**config.mk**
```make
export PLATFORM = sky130hd
export DESIGN_NAME = cdr_ctrl
export DESIGN_NICKNAME = d
export VERILOG_FILES = /design/src/rtl/cdr_pkg.sv /design/src/rtl/cdr_ctrl.sv /design/src/rtl/cdr_sync.sv
export SDC_FILE = /design/constraint.sdc
export NUM_CORES = 1
export LEC_CHECK = 0
export BUFFER_PORTS_ARGS = -buffer_cell sky130_fd_sc_hd__buf_2
export CORE_MARGIN = 1.5
export CORE_UTILIZATION = 30
export CTS_CLUSTER_SIZE = 24
export DETAILED_ROUTE_END_ITERATION = 16
export PLACE_DENSITY_LB_ADDON = 0.2
export SYNTH_ARGS = -nofsm -noshare
export SYNTH_HDL_FRONTEND = slang
export SYNTH_SLANG_ARGS = --single-unit
```
**constraint.sdc**
```tcl
create_clock -name clk_in -period 2.8 [get_ports clk_in]
set_input_delay 0.56 -clock clk_in [delete_from_list [all_inputs] [get_ports clk_in]]
set_output_delay 0.56 -clock clk_in [all_outputs]
set_load 0.01 [all_outputs]
```
**src/rtl/cdr_pkg.sv**
```systemverilog
// package: register map, fields and reset values of the recovery receiver control bank
package cdr_pkg;
  localparam int DATA_W = 8;
  localparam logic [7:0] ADDR_LOCK_RESET = 8'h09;
  localparam logic [7:0] ADDR_OUTPUT_CTRL = 8'h11;
  localparam logic [7:0] REG_RESET_VAL = 8'h00;
  localparam int BIT_LOCK_SEL = 7;
  localparam int BIT_CLR_STICKY = 6;
  localparam int BIT_SYS_RESET = 5;
  localparam int BIT_CLR_RATE_DONE = 3;
  localparam int BIT_SQUELCH_MODE = 1;
  localparam int BIT_BOOST = 0;
  localparam logic [7:0] LOCK_RESET_USED = 8'hE8;
  localparam logic [7:0] OUTPUT_CTRL_USED = 8'h03;
endpackage

```
**src/rtl/cdr_ctrl.sv**
```systemverilog
// control register bank: lock-loss indication, clears, soft reset, squelch and boost
`timescale 1ns/100ps
`default_nettype none
module cdr_ctrl (
  input wire logic clk_in,
  input wire logic sys_rst_in,
  input wire logic wr_en_in,
  input wire logic [7:0] wr_addr_in,
  input wire logic [7:0] wr_data_in,
  input wire logic acquiring_in,
  input wire logic rate_done_set_in,
  input wire logic squelch_pin_in,
  output logic lock_loss_indicator_out,
  output logic sticky_lock_loss_out,
  output logic rate_done_out,
  output logic soft_reset_out,
  output logic mute_data_out,
  output logic mute_clock_out,
  output logic boost_out
);
  logic [7:0] lock_reset_control_reg;
  logic [7:0] output_control_reg;
  logic sticky_reg;
  logic rate_done_reg;
  logic soft_reset_reg;
  logic squelch_sync;
  logic wr_lock;
  logic wr_out;
  logic clr_sticky;
  logic clr_done;
  logic sys_rst_req;

  cdr_sync u_squelch_sync (
    .clk_in(clk_in),
    .sys_rst_in(sys_rst_in),
    .async_in(squelch_pin_in),
    .sync_out(squelch_sync)
  );

  // falling edge of a stored bit across a write marks a 1-then-0 sequence
  function automatic logic fell(input logic old_bit, input logic new_bit);
    fell = old_bit & ~new_bit;
  endfunction

  assign wr_lock = wr_en_in && (wr_addr_in == cdr_pkg::ADDR_LOCK_RESET);
  assign wr_out = wr_en_in && (wr_addr_in == cdr_pkg::ADDR_OUTPUT_CTRL);
  assign clr_sticky = wr_lock && fell(lock_reset_control_reg[cdr_pkg::BIT_CLR_STICKY],
    wr_data_in[cdr_pkg::BIT_CLR_STICKY]);
  assign clr_done = wr_lock && fell(lock_reset_control_reg[cdr_pkg::BIT_CLR_RATE_DONE],
    wr_data_in[cdr_pkg::BIT_CLR_RATE_DONE]);
  assign sys_rst_req = wr_lock && fell(lock_reset_control_reg[cdr_pkg::BIT_SYS_RESET],
    wr_data_in[cdr_pkg::BIT_SYS_RESET]);

  // unused bits are masked off so a careless host cannot steer anything
  always_ff @(posedge clk_in) begin
    if (sys_rst_in || soft_reset_reg) begin
      lock_reset_control_reg <= cdr_pkg::REG_RESET_VAL;
    end else if (wr_lock) begin
      lock_reset_control_reg <= wr_data_in & cdr_pkg::LOCK_RESET_USED;
    end
  end

  always_ff @(posedge clk_in) begin
    if (sys_rst_in || soft_reset_reg) begin
      output_control_reg <= cdr_pkg::REG_RESET_VAL;
    end else if (wr_out) begin
      output_control_reg <= wr_data_in & cdr_pkg::OUTPUT_CTRL_USED;
    end
  end

  // set wins over clear so a loss in the clearing cycle is kept
  always_ff @(posedge clk_in) begin
    if (sys_rst_in || soft_reset_reg) begin
      sticky_reg <= 1'b0;
    end else if (acquiring_in) begin
      sticky_reg <= 1'b1;
    end else if (clr_sticky) begin
      sticky_reg <= 1'b0;
    end
  end

  always_ff @(posedge clk_in) begin
    if (sys_rst_in || soft_reset_reg) begin
      rate_done_reg <= 1'b0;
    end else if (rate_done_set_in) begin
      rate_done_reg <= 1'b1;
    end else if (clr_done) begin
      rate_done_reg <= 1'b0;
    end
  end

  // one-cycle soft reset pulse, also fed back to clear this bank
  always_ff @(posedge clk_in) begin
    if (sys_rst_in) begin
      soft_reset_reg <= 1'b0;
    end else begin
      soft_reset_reg <= sys_rst_req && !soft_reset_reg;
    end
  end

  always_ff @(posedge clk_in) begin
    if (sys_rst_in || soft_reset_reg) begin
      lock_loss_indicator_out <= 1'b0;
      mute_data_out <= 1'b0;
      mute_clock_out <= 1'b0;
      boost_out <= 1'b0;
    end else begin
      lock_loss_indicator_out <= lock_reset_control_reg[cdr_pkg::BIT_LOCK_SEL] ?
        sticky_reg : acquiring_in;
      if (output_control_reg[cdr_pkg::BIT_SQUELCH_MODE]) begin
        mute_data_out <= squelch_sync;
        mute_clock_out <= !squelch_sync;
      end else begin
        mute_data_out <= squelch_sync;
        mute_clock_out <= squelch_sync;
      end
      boost_out <= output_control_reg[cdr_pkg::BIT_BOOST];
    end
  end

  assign sticky_lock_loss_out = sticky_reg;
  assign rate_done_out = rate_done_reg;
  assign soft_reset_out = soft_reset_reg;

  property p_sticky_holds;
    @(posedge clk_in) disable iff (sys_rst_in)
    (sticky_reg && !clr_sticky && !soft_reset_reg) |=> sticky_reg;
  endproperty
  a_sticky_holds: assert property (p_sticky_holds) else $error("sticky dropped");

  property p_sticky_sets;
    @(posedge clk_in) disable iff (sys_rst_in)
    (acquiring_in && !soft_reset_reg) |=> sticky_reg;
  endproperty
  a_sticky_sets: assert property (p_sticky_sets) else $error("sticky flag not set");

  property p_sticky_clear;
    @(posedge clk_in) disable iff (sys_rst_in)
    (clr_sticky && !acquiring_in) |=> !sticky_reg;
  endproperty
  a_sticky_clear: assert property (p_sticky_clear) else $error("sticky kept");

  property p_done_clear;
    @(posedge clk_in) disable iff (sys_rst_in)
    (clr_done && !rate_done_set_in) |=> !rate_done_reg;
  endproperty
  a_done_clear: assert property (p_done_clear) else $error("done not cleared");

  property p_soft_reset;
    @(posedge clk_in) disable iff (sys_rst_in)
    (sys_rst_req && !soft_reset_reg) |=>
      soft_reset_reg ##1 (output_control_reg == cdr_pkg::REG_RESET_VAL);
  endproperty
  a_soft_reset: assert property (p_soft_reset) else $error("soft reset missing");

  // the pulse must not stretch, or the bank would sit in reset
  property p_soft_pulse;
    @(posedge clk_in) disable iff (sys_rst_in)
    soft_reset_reg |=> !soft_reset_reg;
  endproperty
  a_soft_pulse: assert property (p_soft_pulse) else $error("soft reset too long");

  property p_soft_clears;
    @(posedge clk_in) disable iff (sys_rst_in)
    soft_reset_reg |=> (lock_reset_control_reg == cdr_pkg::REG_RESET_VAL) && !sticky_reg &&
      !rate_done_reg && !lock_loss_indicator_out && !boost_out;
  endproperty
  a_soft_clears: assert property (p_soft_clears) else $error("soft reset left state");

  property p_done_sets;
    @(posedge clk_in) disable iff (sys_rst_in)
    (rate_done_set_in && !soft_reset_reg) |=> rate_done_reg;
  endproperty
  a_done_sets: assert property (p_done_sets) else $error("done flag not set");

  property p_live_select;
    @(posedge clk_in) disable iff (sys_rst_in || soft_reset_reg)
    !lock_reset_control_reg[cdr_pkg::BIT_LOCK_SEL] |=>
      lock_loss_indicator_out == $past(acquiring_in);
  endproperty
  a_live_select: assert property (p_live_select) else $error("live pin wrong");

  property p_sticky_mirror;
    @(posedge clk_in) disable iff (sys_rst_in || soft_reset_reg)
    lock_reset_control_reg[cdr_pkg::BIT_LOCK_SEL] |=> lock_loss_indicator_out == $past(sticky_reg);
  endproperty
  a_sticky_mirror: assert property (p_sticky_mirror) else $error("pin not sticky");

  property p_either_or;
    @(posedge clk_in) disable iff (sys_rst_in || soft_reset_reg)
    output_control_reg[cdr_pkg::BIT_SQUELCH_MODE] |=> (mute_data_out != mute_clock_out);
  endproperty
  a_either_or: assert property (p_either_or) else $error("either-or squelch wrong");

  // a mismatch alone would also pass with the two mutes swapped
  property p_either_data;
    @(posedge clk_in) disable iff (sys_rst_in || soft_reset_reg)
    (output_control_reg[cdr_pkg::BIT_SQUELCH_MODE] && squelch_sync) |=>
      (mute_data_out && !mute_clock_out);
  endproperty
  a_either_data: assert property (p_either_data) else $error("data not muted");

  property p_combined;
    @(posedge clk_in) disable iff (sys_rst_in || soft_reset_reg)
    !output_control_reg[cdr_pkg::BIT_SQUELCH_MODE] |=> (mute_data_out == mute_clock_out);
  endproperty
  a_combined: assert property (p_combined) else $error("combined squelch wrong");

  property p_combined_mute;
    @(posedge clk_in) disable iff (sys_rst_in || soft_reset_reg)
    (!output_control_reg[cdr_pkg::BIT_SQUELCH_MODE] && squelch_sync) |=>
      (mute_data_out && mute_clock_out);
  endproperty
  a_combined_mute: assert property (p_combined_mute) else $error("both not muted");

  property p_boost;
    @(posedge clk_in) disable iff (sys_rst_in || soft_reset_reg)
    1'b1 |=> boost_out == $past(output_control_reg[cdr_pkg::BIT_BOOST]);
  endproperty
  a_boost: assert property (p_boost) else $error("boost mismatch");

  property p_reset_zero;
    @(posedge clk_in) sys_rst_in |=>
      (lock_reset_control_reg == cdr_pkg::REG_RESET_VAL) &&
      (output_control_reg == cdr_pkg::REG_RESET_VAL);
  endproperty
  a_reset_zero: assert property (p_reset_zero) else $error("registers not zero");
endmodule
`default_nettype wire

```
**src/rtl/cdr_sync.sv**
```systemverilog
// three-stage synchroniser with agreement filter for a pin input
`timescale 1ns/100ps
`default_nettype none
module cdr_sync (
  input wire logic clk_in,
  input wire logic sys_rst_in,
  input wire logic async_in,
  output logic sync_out
);
  logic s1_reg;
  logic s2_reg;
  logic s3_reg;
  always_ff @(posedge clk_in) begin
    if (sys_rst_in) begin
      s1_reg <= 1'b0;
      s2_reg <= 1'b0;
      s3_reg <= 1'b0;
      sync_out <= 1'b0;
    end else begin
      s1_reg <= async_in;
      s2_reg <= s1_reg;
      s3_reg <= s2_reg;
      // change counts only once the second and third stages agree
      if (s2_reg == s3_reg) begin
        sync_out <= s3_reg;
      end
    end
  end
endmodule
`default_nettype wire

```
==> results.json, run 1 <==
{
  "setup_tns_ns": 0,
  "syn_nets": 85,
  "ys_seq_area_share_pct": 52.5,
  "vias": 545,
  "detail_route.iter0.violations": 6,
  "cp_top_family": "simple AND/OR/NAND/NOR gates",
  "yosysUniqueCellTypes": 21,
  "cellLeakagePower_nw": 0.351,
  "crit_type": "primary input to register",
  "worstPathArrival_ns": 1.81,
  "yosysWarningCount": 0,
  "post-route-period-util_pct": 56.9,
  "numCtsBuffers": 3,
  "async_reset_ff_share_pct": 0,
  "clock_skew_ns": 0.00103,
  "grt-ovfl-total": 0,
  "slew_viol_final": 0,
  "internal_power_w": 0.000318,
  "hpwl_um": 903,
  "switching_share_pct": 22.7,
  "wl_um": 1160,
  "rsz0062_at_grt": "no",
  "status": "complete, no violations",
  "pwr-share-seq_pct": 60.3,
  "max_freq_mhz": 628,
  "cpPeakStageDelay_ns": 0.48,
  "placedCellCount": 115,
  "viasPerCell": 4.58,
  "ys_ff_latch": 17,
  "antenna_found_initial": 0,
  "port_buffers": 26,
  "drc": 0,
  "dieHeight_um": 49.5,
  "critical_path_buf_inv_count": 1,
  "endpoint_kind": "register",
  "path_clk_slew_ns": 0.09,
  "cap_violations": 0,
  "relSlewSlack_pct": 46.7,
  "critical-path-slowest-cell": "nor4b_4",
  "yosysTopAreaCell": "dfxtp_1",
  "cts_setup_buffers": 0,
  "core_area_mm2": 0.00200,
  "hold_viol_final": 0,
  "rows": 16,
  "synth_top_area_share_pct": 52.5,
  "wl_per_cell_um": 9.75,
  "startpoint_type": "primary input",
  "htreeDepth": 1,
  "design_area_um2": 836,
  "p_per_area_mw_per_mm2": 493,
  "synth_edf_count": 0,
  "ctsLongestPathBuffers": 2,
  "final_cells": 119,
  "synth_area_leaders": "dfxtp_1, mux2i_1, nand2_1",
  "layout_min_cycle_time_ns": 1.59,
  "worstPathMaxFanout": 7,
  "grt_usage_pct": 11.2,
  "clk_latency_ns": 0.28,
  "fp.dieW_um": 49.5,
  "grt_max_degree": 16,
  "ant_nets": 0,
  "placed_area_um2": 808,
  "required_ns": 3.02,
  "die-area_mm2": 0.00245,
  "cts-resized-gates": 0,
  "cts_sinks": 17,
  "largest_reg_flops": 4,
  "final_common_cell": "buf_2",
  "syn_area_um2": 648,
  "setup_viol": 0,
  "final_cell_mix": "buf_2, dfxtp_1, nand2_1",
  "nets": 115,
  "grt_pass1_vias": 504,
  "synthCells": 63,
  "cts_tree": "done",
  "cts_root_buf": "clkbuf_4",
  "peakVddDrop_v": 0.000222,
  "drive_gt1_share_pct": 34.8,
  "switching_power_w": 0.0000934,
  "ctsHoldBuffers": 0,
  "p_comb_share_pct": 8.9,
  "hold_path.class": "register to register",
  "io_pins": 29,
  "antenna_cells": 0,
  "p_clk_share_pct": 30.8,
  "grt_pass1_wl_um": 2100,
  "place_congestion": 0.697,
  "drt_first_pass_iters": 4,
  "path_cells": "buf_2 > or3_4 > nor4b_4 > mux2i_1",
  "fill_cells": 217,
  "syn_avg_cell_area_um2": 10.3,
  "tightest_slew_ns": 0.796,
  "start_util_pct": 32.4,
  "synthFlopType": "dfxtp_1",
  "area_delta_synth_final_pct": 29.0
}
## through the flow
stage                     total power (W)  setup slack [ns]  hold WS, ns  utilization, %
after floorplan                  0.000269              1.13        0.414               -
after global placement           0.000290             0.892        0.418            40.4
after detailed placement         0.000291             0.882        0.424            40.4
after CTS                        0.000421              1.20        0.448            41.8
after global routing             0.000443              1.08        0.439            41.8
final                            0.000412              1.21        0.443            41.8
## power groups by stage
stage	clock network [W]	logic, W	registers (W)
after CTS	0.000135	0.0000372	0.000248
final	0.000127	0.0000367	0.000248
after global routing	0.000152	0.0000419	0.000249
after global placement	0	0.0000361	0.000254
after detailed placement	0	0.0000371	0.000254
after floorplan	0	0.0000142	0.000255
## cells by family after synthesis
family | synth area share [%]
mux | 7.72
simple gates | 28.2
compound gates | 9.65
xor+xnor | 1.35
flops | 52.5
buf+inv | 0.579
## cells in the mapped netlist, types with 2 or more instances
cell type / instances
nand2_1: 9
a21boi_0: 2
mux2i_1: 5
and2_1: 2
o21ai_0: 3
nor2_1: 3
nor3_1: 3
nand4_1: 2
dfxtp_1: 17
a31oi_1: 2
o31ai_1: 2
nor2b_1: 4
## final timing paths
path	startpoint	end	slack (ns)	cells past startpoint
setup / recovery	wr_addr_in[2]	lock_reset_control_reg[6]	1.21	4
hold reg to reg	u_squelch_sync.s1_reg	u_squelch_sync.s2_reg	0.44	1
hold / removal	u_squelch_sync.s1_reg	u_squelch_sync.s2_reg	0.44	1
setup reg to reg	soft_reset_out	rate_done_out	1.37	3
## worst register-to-register path: cells and delay by family (launching register included)
kind	cells	cell delay (ns)
flip-flops	1	0.34
AND/OR/NAND/NOR	1	0.63
AO/OA/AOI/OAI	2	0.38
## routing by layer
layer | GRT usage (%) | up-vias | part of all wire (%)
met2 | 16.9 | 18 | 48
met1 | 14.1 | 244 | 43
met5 | 0 | - | 0
li1 | - | 283 | -
met4 | 1.39 | 0 | 0
met3 | 6.97 | 0 | 9.0
## final cells by class
cell class	count	area, µm²	area share [%]
clock buffers	3	22.5	2.69
multi-input cells	45	304	36.4
clock inverters	1	5.00	0.599
repair buffers	26	130	15.6
flip-flops and latches	17	340	40.7
well taps	27	33.8	4.04
Note: power is estimated with default switching activity, not from simulation.
==> run 2, diff against run 1 <==
==> constraint.sdc (replaced) <==
create_clock -name clk_in -period 1.7 [get_ports clk_in]
set_input_delay 0.34 -clock clk_in [delete_from_list [all_inputs] [get_ports clk_in]]
set_output_delay 0.34 -clock clk_in [all_outputs]
set_load 0.01 [all_outputs]
==> results.json, run 2 (synthesis results as in run 1) <==
{
  "status": "complete, no violations",
  "area_delta_synth_final_pct": 31.1,
  "wl_um": 1210,
  "grt_pass1_wl_um": 1990,
  "viasPerCell": 4.54,
  "crit_type": "primary input to register",
  "numCtsBuffers": 3,
  "cts_setup_buffers": 0,
  "hold_viol_final": 0,
  "r2r_cells": 4,
  "peakVddDrop_v": 0.000517,
  "hpwl_um": 928,
  "holdWs_ns": 0.278,
  "grt.busiest_layer": "met2",
  "rsz0062_at_grt": "no",
  "antenna_found_initial": 0,
  "p_per_area_mw_per_mm2": 802,
  "tightest_slew_ns": 0.355,
  "hold-path-cell-count": 2,
  "nets": 117,
  "drt_first_pass_iters": 2,
  "fin_util_pct": 42.4,
  "cts-resized-gates": 0,
  "antenna_cells": 0,
  "cts_root_buf": "clkbuf_4",
  "layout_min_cycle_time_ns": 1.24,
  "max_freq_mhz": 807,
  "drive_gt1_share_pct": 35.1,
  "cts_sinks": 17,
  "largest_reg_flops": 4,
  "final_cell_mix": "buf_2, dfxtp_1, nand2_1",
  "vias": 549,
  "grt_pass1_vias": 500,
  "dp_slack_ns": 0.151,
  "setup_viol": 0,
  "clk_latency_ns": 0.28,
  "r2r_start": "soft_reset_out",
  "final_common_cell": "buf_2",
  "hold_path.class": "primary input to register",
  "ant_nets": 0,
  "slew_viol_final": 0,
  "fp.dieW_um": 49.5,
  "power_w": 0.000681,
  "cap_violations": 0,
  "core_area_mm2": 0.00200,
  "endpoint_kind": "register",
  "startpoint_type": "primary input",
  "drc": 0,
  "ctsLongestPathBuffers": 2,
  "cellLeakagePower_nw": 0.359,
  "die-area_mm2": 0.00245,
  "detail_route.iter0.violations": 6,
  "path_clk_slew_ns": 0.09,
  "start_util_pct": 32.4,
  "met1_usage_pct": 12.1,
  "grt_usage_pct": 10.8,
  "cts_tree": "done",
  "port_buffers": 26,
  "post-route-period-util_pct": 72.9,
  "wl_per_cell_um": 9.96,
  "worstPathMaxFanout": 7,
  "setup_tns_ns": 0,
  "dieHeight_um": 49.5,
  "worstPathArrival_ns": 1.46,
  "ff_latch_area_um2": 340,
  "cp-startpoint": "wr_addr_in[2]",
  "ctsHoldBuffers": 0,
  "relSlewSlack_pct": 76.0,
  "grt-ovfl-total": 0,
  "place_congestion": 0.716,
  "required_ns": 1.92,
  "fill_cells": 216,
  "use_met3_pct": 5.45,
  "grt_max_degree": 16,
  "worstHoldStart": "squelch_pin_in",
  "clock_skew_ns": 0.00497,
  "worst_slack_ns": 0.461,
  "multiInputGateArea_um2": 304,
  "grt_util_met2_pct": 18.2,
  "rows": 16,
  "htreeDepth": 1,
  "io_pins": 29
}
run 2: changes by cell type in the layout (fill, tap and decap cells not counted), sizes merged:
cell / before / now
clkinv: 1 / 0
buf: 26 / 28
clkbuf: 3 / 4
run 2: worst paths after layout:
kind	to	slack, ns
worst min-delay path	u_squelch_sync.s1_reg	0.28
worst max-delay path	lock_reset_control_reg[6]	0.46
worst max register to register	rate_done_out	0.75
worst min register to register	sticky_lock_loss_out	0.44
run 2: layer usage:
layer | wire [µm] | vias up
li1 | - | 286
met1 | 569 | 245
met3 | 88 | 0
met5 | 0 | -
met2 | 547 | 18
met4 | 0 | 0
run 2: area by class of cell:
type / count / area share [%]
clock buffer: 4 / 3.09
multi-input combinational: 45 / 35.8
sequential: 17 / 40.1
tap: 27 / 3.98
timing repair buffer: 28 / 17.1
run 2: per-stage QoR:
step | instances | cell area, µm²
floorplan | 63 | 648
global placement | 117 | 823
detailed placement | 117 | 823
CTS | 121 | 850
global route | 121 | 850
finish | 121 | 850
run 2: power breakdown:
part | leakage [nW] | total, W | internal, W | switching (W)
clock | 0.0150 | 0.000209 | 0.0000911 | 0.000118
sequential | 0.138 | 0.000409 | 0.000406 | 0.00000330
combinational | 0.206 | 0.0000628 | 0.0000327 | 0.0000301
run 2: worst max-delay path: stages:
cell	delay [ns]
buf_2	0.10
or3_4	0.41
nor4b_4	0.21
buf_4	0.20
mux2i_1	0.19
